==> config.mk <==
export PLATFORM = sky130hd
export DESIGN_NAME = audio_port_reset_sequencer
export DESIGN_NICKNAME = d
export VERILOG_FILES = /design/src/rtl/audio_port_reset_sequencer.v
export VERILOG_INCLUDE_DIRS = /design/src /design/src/rtl
export SDC_FILE = /design/constraint.sdc
export NUM_CORES = 1
export LEC_CHECK = 0
export BUFFER_PORTS_ARGS = -buffer_cell sky130_fd_sc_hd__buf_2
export CORE_MARGIN = 2
export CORE_UTILIZATION = 57
export DETAILED_ROUTE_END_ITERATION = 16
export PLACE_DENSITY = 0.81
export SYNTH_ARGS = -nofsm -noshare
export SYNTH_HDL_FRONTEND = slang
export SYNTH_SLANG_ARGS = --single-unit
==> constraint.sdc <==
create_clock -name clk -period 2.75 [get_ports clk]
set_input_delay 0.825 -clock clk [delete_from_list [all_inputs] [get_ports clk]]
set_output_delay 0.825 -clock clk [all_outputs]
set_load 0.05 [all_outputs]
==> src/rtl/audio_port_defs.vh <==
// Purpose: constants for the serial audio port and reset sequencer
// Assumes: 100 MHz system clock
// Notes: times in ns or us; cycle counts derived from them
`ifndef AUDIO_PORT_DEFS_VH
`define AUDIO_PORT_DEFS_VH
`define CLK_PERIOD_NS 10
`define BCLK_MIN_EDGES 7'd32
`define BCLK_MAX_EDGES 7'd64
`define BCLK_RATIO_32 7'd32
`define BCLK_RATIO_48 7'd48
`define BCLK_RATIO_64 7'd64
`define VALID_LOW_NS 300
`define VALID_LOW_CYC (`VALID_LOW_NS / `CLK_PERIOD_NS)
`define CTRL_READY_US 3500
`define CTRL_READY_CYC ((`CTRL_READY_US * 1000) / `CLK_PERIOD_NS)
`define STARTUP_US 10000
`define STARTUP_CYC (((`STARTUP_US * 1000) + `CLK_PERIOD_NS - 1) / `CLK_PERIOD_NS)
`define SEQ_OFF 3'd0
`define SEQ_WAIT_CTRL 3'd1
`define SEQ_IDLE 3'd2
`define SEQ_STARTING 3'd3
`define SEQ_RUN 3'd4
`define SEQ_PWRDN 3'd5
`endif

==> src/rtl/audio_port_reset_sequencer.v <==
// Purpose: slave serial audio input port with reset start-up sequencing
// Assumes: bit clock, frame select, data and resets are asynchronous pins
// Notes: bit clock edges found by oversampling with the system clock
// Notes: words come out MSB-aligned; bits past WORD_BITS are dropped
// Notes on behaviour
// - accept 32, 48 or 64 bit edges per frame
// - sample data and frame on rising bit edges
// - reset drops power stage enable after 300 ns
// - start-up takes at least 10 ms after command
// - ignore reset while powered down
// - frame low left word, high right word
// - data one bit late, MSB first, trailing masked
// - ratio must be exactly 32, 48 or 64
`timescale 1ns/1ps
`include "audio_port_defs.vh"

module audio_port_reset_sequencer #(
	parameter WORD_BITS = 24,
	parameter CTRL_READY_CYCLES = `CTRL_READY_CYC,
	parameter STARTUP_CYCLES = `STARTUP_CYC
) (
	input wire clk,
	input wire sys_rst,
	input wire bit_clk,
	input wire frame_sel,
	input wire serial_audio_in,
	input wire reset_n,
	input wire power_down_n,
	input wire startup_cmd,
	output reg power_stage_en,
	output reg ctrl_ready,
	output reg running,
	output reg [WORD_BITS-1:0] left_word,
	output reg [WORD_BITS-1:0] right_word,
	output reg word_valid,
	output reg ratio_ok,
	output reg [6:0] ratio
);

// ======================================================================
// constants
// kept as a plain integer so the counter load can take its low bits on purpose
localparam integer VALID_LOW_CYCLES = `VALID_LOW_CYC;

// ======================================================================
// input synchronisers
// every pin but startup_cmd and sys_rst passes two flops; a bit clock edge shows three clocks late,
// so the bit clock needs at least four system clocks per period
reg [1:0] bclk_s, fs_s, sd_s, rst_s, pdn_s;
reg bclk_d;
always @(posedge clk) begin
	if (sys_rst) begin
		bclk_s <= 2'h0;
		fs_s <= 2'h0;
		sd_s <= 2'h0;
		rst_s <= 2'h0;
		pdn_s <= 2'h0;
		bclk_d <= 1'b0;
	end else begin
		bclk_s <= {bclk_s[0], bit_clk};
		fs_s <= {fs_s[0], frame_sel};
		sd_s <= {sd_s[0], serial_audio_in};
		rst_s <= {rst_s[0], reset_n};
		pdn_s <= {pdn_s[0], power_down_n};
		bclk_d <= bclk_s[1];
	end
end
// detector state resets low like the idle pin, so no false edge after reset
wire bclk_rise = bclk_s[1] & ~bclk_d;

// ======================================================================
// serial capture
reg fs_prev_reg;
reg [6:0] edge_cnt_reg;
reg [6:0] bit_idx_reg;
reg [WORD_BITS-1:0] shift_reg;
reg first_reg;
wire fs_now = fs_s[1];
wire fs_change = bclk_rise & (fs_now != fs_prev_reg);
wire fs_risen = fs_change & fs_now;
// ratio counts rising bit edges from one frame rise to the next
wire ratio_good = (edge_cnt_reg == `BCLK_RATIO_32) | (edge_cnt_reg == `BCLK_RATIO_48) |
	(edge_cnt_reg == `BCLK_RATIO_64);
// each bit is placed by its index below the MSB, so short words come out
// MSB-aligned and bits past the word width fall off
wire [WORD_BITS-1:0] bit_pos = (bit_idx_reg < WORD_BITS) ?
	({{(WORD_BITS-1){1'b0}}, 1'b1} << (WORD_BITS - 1 - bit_idx_reg)) :
	{WORD_BITS{1'b0}};
wire [WORD_BITS-1:0] shift_next = sd_s[1] ? (shift_reg | bit_pos) : shift_reg;

always @(posedge clk) begin
	if (sys_rst) begin
		fs_prev_reg <= 1'b0;
		edge_cnt_reg <= 7'h00;
		bit_idx_reg <= 7'h00;
		shift_reg <= {WORD_BITS{1'b0}};
		first_reg <= 1'b1;
		left_word <= {WORD_BITS{1'b0}};
		right_word <= {WORD_BITS{1'b0}};
		word_valid <= 1'b0;
		ratio_ok <= 1'b0;
		ratio <= 7'h00;
	end else begin
		word_valid <= 1'b0;
		if (bclk_rise) begin
			fs_prev_reg <= fs_now;
			if (fs_risen) begin
				edge_cnt_reg <= 7'h01;
				if (!first_reg) begin
					ratio <= edge_cnt_reg;
					ratio_ok <= ratio_good;
				end
				first_reg <= 1'b0;
			end else if (edge_cnt_reg < `BCLK_MAX_EDGES + 7'd1) begin
				edge_cnt_reg <= edge_cnt_reg + 7'd1;
			end else begin
				ratio_ok <= 1'b0;
			end
			if (fs_change) begin
				// the bit under a frame edge is the last of the word now ended;
				// the next word's MSB follows one bit later
				bit_idx_reg <= 7'h00;
				shift_reg <= {WORD_BITS{1'b0}};
				if (fs_now) begin
					left_word <= shift_next;
				end else begin
					// a pair completes on the right word; only good frames flag it
					right_word <= shift_next;
					word_valid <= ratio_ok;
				end
			end else begin
				shift_reg <= shift_next;
				if (bit_idx_reg < 7'h7F)
					bit_idx_reg <= bit_idx_reg + 7'd1;
			end
		end
	end
end

// ======================================================================
// reset and start-up sequencer
reg [2:0] state_reg;
reg [20:0] cnt_reg;
reg rst_prev_reg;
wire rst_fall = rst_prev_reg & ~rst_s[1];
always @(posedge clk) begin
	if (sys_rst) begin
		state_reg <= `SEQ_OFF;
		cnt_reg <= 21'h0;
		rst_prev_reg <= 1'b0;
		power_stage_en <= 1'b0;
		ctrl_ready <= 1'b0;
		running <= 1'b0;
	end else begin
		rst_prev_reg <= rst_s[1];
		if (cnt_reg != 21'h0)
			cnt_reg <= cnt_reg - 21'd1;
		// OFF, WAIT_CTRL, IDLE, STARTING, RUN; RUN and PWRDN swap on the pin
		case (state_reg)
		`SEQ_OFF: begin
			ctrl_ready <= 1'b0;
			running <= 1'b0;
			// delay the drop of the power stage enable
			if (cnt_reg == 21'h0)
				power_stage_en <= 1'b0;
			// leave only after the enable drop has gone out, even on a short pulse
			if (rst_s[1] && pdn_s[1] && cnt_reg == 21'h0) begin
				state_reg <= `SEQ_WAIT_CTRL;
				cnt_reg <= CTRL_READY_CYCLES[20:0];
			end
		end
		`SEQ_WAIT_CTRL: begin
			// control port stays closed until the count runs out
			if (cnt_reg == 21'h0) begin
				ctrl_ready <= 1'b1;
				state_reg <= `SEQ_IDLE;
			end
		end
		`SEQ_IDLE: begin
			if (startup_cmd) begin
				state_reg <= `SEQ_STARTING;
				cnt_reg <= STARTUP_CYCLES[20:0];
			end
		end
		`SEQ_STARTING: begin
			// stage and running flag come up together
			if (cnt_reg == 21'h0) begin
				power_stage_en <= 1'b1;
				running <= 1'b1;
				state_reg <= `SEQ_RUN;
			end
		end
		`SEQ_RUN: begin
			if (!pdn_s[1]) begin
				running <= 1'b0;
				power_stage_en <= 1'b0;
				state_reg <= `SEQ_PWRDN;
			end
		end
		`SEQ_PWRDN: begin
			// reset is not acted on while powered down
			if (pdn_s[1])
				state_reg <= `SEQ_RUN;
			if (pdn_s[1])
				running <= 1'b1;
			if (pdn_s[1])
				power_stage_en <= 1'b1;
		end
		default: state_reg <= `SEQ_OFF;
		endcase
		// a reset edge while the power-down pin is held is dropped for good,
		// so a later release of power down resumes where it left off
		if (rst_fall && pdn_s[1] && state_reg != `SEQ_PWRDN &&
			state_reg != `SEQ_OFF) begin
			state_reg <= `SEQ_OFF;
			cnt_reg <= VALID_LOW_CYCLES[20:0];
			ctrl_ready <= 1'b0;
			running <= 1'b0;
		end
	end
end

endmodule

==> results.sh <==
export IMPL_status="finished clean"
export IMPL_synth_flop_cell="dfxtp_1"
export IMPL_clock_sinks=136
export IMPL_synth_distinct_cells=64
export IMPL_worstHoldStart="pdn_s[0]"
export IMPL_drt_iter0_drc=295
export IMPL_io_buffers=67
export IMPL_synth_area_um2=5550
export IMPL_cp_arrival_ns=2.71
export IMPL_async_flop_share_pct=0
export IMPL_nets=695
export IMPL_yosys_warnings=0
export IMPL_crit_path_max_fanout=9
export IMPL_grtUsageTotal_pct=26.6
export IMPL_postCtsHoldBufs=0
export IMPL_finalCriticalPeriod_ns=2.28
export IMPL_synth_edf_count=0
export IMPL_dr_pass1_iters=4
export IMPL_rsz0062_at_grt="no"
export IMPL_setup_viol=0
export IMPL_syn_avg_cell_area_um2=8.89
export IMPL_power_mw=6.00
export IMPL_grt_busiest_layer="met2"
export IMPL_place_ws_ns=0.358
export IMPL_antenna_found_initial=0
export IMPL_clk_pin_slew_ns=0.06
export IMPL_die_w_um=103
export IMPL_synth_nets=637
export IMPL_cp_startpoint="bit_idx_reg[3]"
export IMPL_vias=4864
export IMPL_grt_pass1_wl_mm=21.8
export IMPL_grt_max_degree=49
export IMPL_use_met3_pct=7.46
export IMPL_fin_area_um2=6610
export IMPL_synthTopCellsByCount="136 x dfxtp_1, 103 x nor2_1, 52 x a211oi_1"
export IMPL_area_growth_pct=19.1
export IMPL_grt_pass1_vias=4661
export IMPL_power_density_nw_per_um2=908
export IMPL_whs_ns=0.434
export IMPL_place_area_um2=6010
export IMPL_gp_congestion=0.936
export IMPL_viasPerCell=5.87
export IMPL_cts_max_path_buffers=2
export IMPL_wl_per_cell_um=16.4
export IMPL_r2r_start="bit_idx_reg[3]"
export IMPL_htreeDepth=4
export IMPL_power_leakage_nw=2.48
export IMPL_setup_ws_ns=0.468
export IMPL_worst_pin_slew_ns=0.893
export IMPL_drv_cap=0
export IMPL_drt_wl_total_mm=13.6
export IMPL_seq_area_frac_synth_pct=49.1
export IMPL_n_fill_cell=739
export IMPL_grt_use_met1_pct=32.7
export IMPL_synthTopCellsByArea="dfxtp_1 49%, a211oi_1 7.0%, nor2_1 7.0%, a21oi_1 3.7%, a31oi_1 3.0%"
export IMPL_die_h_um=103
export IMPL_finalMaxSlewViolations=0
export IMPL_gr_total_overflow=0
export IMPL_rows=36
export IMPL_dp_hpwl_mm=9.15
export IMPL_critPathLaunchType="flop"
export IMPL_core_um2=9590
export IMPL_tns_ns=0
export IMPL_insertion_delay_ns=0.53
export IMPL_grt_use_met2_pct=44.1
export IMPL_fp_dieArea_um2=10500
export IMPL_yosysTopAreaCellShare_pct=49.1
export IMPL_slew_headroom_pct=40.4
export IMPL_crit_type="flop to flop"
export IMPL_critPathRequiredTime_ns=3.17
export IMPL_synth_seq_cells=136
export IMPL_fin_worst_skew_ns=0.0114
export IMPL_crit_path_end_kind="flop"
export IMPL_holdCritPathClass="flop to flop"
export IMPL_synth_most_common_cell="dfxtp_1"
export IMPL_antenna_cells=0
export IMPL_finalCritPeriodShare_pct=83.0
export IMPL_numCtsBuffers=17
export IMPL_root_buffer="clkbuf_8"
export IMPL_yosysTopAreaCell="dfxtp_1"
export IMPL_ir_worst_vdd_v=0.000533
export IMPL_route_detailed_drc=0
export IMPL_hold_violations=0
export IMPL_cts_tree="done"
export IMPL_start_util_pct=57.8
export IMPL_antenna_left=0
export IMPL_syn_inst=624
export IMPL_fmax_mhz=438
export IMPL_ioPinCount=68
export IMPL_drive_gt1_share_pct=19.3
cell families after synthesis:
| logic type | synth area share [%] |
|---|---|
| buffers and inverters | 3.74 |
| AOI/OAI and AO/OA | 19.7 |
| xor gates and xnor gates | 3.16 |
| DFF | 49.1 |
| muxes | 0.767 |
| adders and majority gates | 1.13 |
| and+or+nand+nor | 22.4 |
placed cells by master (no fill, tap or decap), types with 5 or more instances in the layout:
cell / count
inv_6: 5
dfxtp_1: 136
nor3_1: 24
and3_1: 5
a21oi_1: 41
a31oi_1: 27
nand2_1: 28
inv_1: 13
ha_1: 5
buf_2: 67
xor2_1: 6
clkbuf_16: 16
nor2_1: 103
xnor2_1: 14
a211oi_1: 52
o21ai_0: 17
nand4_1: 6
nand2b_1: 6
nor2b_1: 16
buf_4: 14
nand3_1: 11
worst max-delay path, cell delays in order (launching register included):
cell and delay (ns):
dfxtp_1 0.40, ha_1 0.28, nor4b_1 0.31, nor3b_2 0.37, nor2b_2 0.39, a21oi_1 0.15, a211oi_1 0.28
final cells by class:
type | count | area [µm²] | share of cell area (%)
multi-input cells | 433 | 2640 | 39.9
clock buffers | 18 | 428 | 6.48
clock inverters | 14 | 164 | 2.48
repair buffers | 81 | 440 | 6.67
flip-flops and latches | 136 | 2720 | 41.2
inverters | 13 | 48.8 | 0.739
well taps | 133 | 166 | 2.52
metal layers:
layer | share of wire, % | up-vias
li1 | - | 2370
met1 | 43 | 2329
met2 | 50 | 140
met3 | 5.0 | 25
met4 | 2.2 | 0
met5 | 0 | -
repair_timing:
item,4_1_cts,5_1_grt
setup buffers,0,0
endpoints found under the setup margin,0,1
resized for setup,0,1
path summary, 6_finish.rpt:
| path | end | slack [ns] | cells after the start |
|---|---|---|---|
| setup reg to reg | right_word[19] | 0.47 | 6 |
| setup / recovery | right_word[19] | 0.47 | 6 |
| hold / removal | pdn_s[1] | 0.43 | 1 |
| hold reg to reg | pdn_s[1] | 0.43 | 1 |
where the power goes:
| part | switching (mW) | internal (mW) |
|---|---|---|
| combinational | 0.865 | 0.587 |
| clock | 0.894 | 1.34 |
| sequential | 0.201 | 2.12 |
| total | 1.96 | 4.04 |
metrics by stage:
step	cells	utilization [%]
floorplan	624	-
global placement	796	62.7
detailed placement	796	62.7
CTS	828	68.8
global route	828	68.9
finish	828	68.9
No activity file was read; power rests on OpenSTA's default activity.
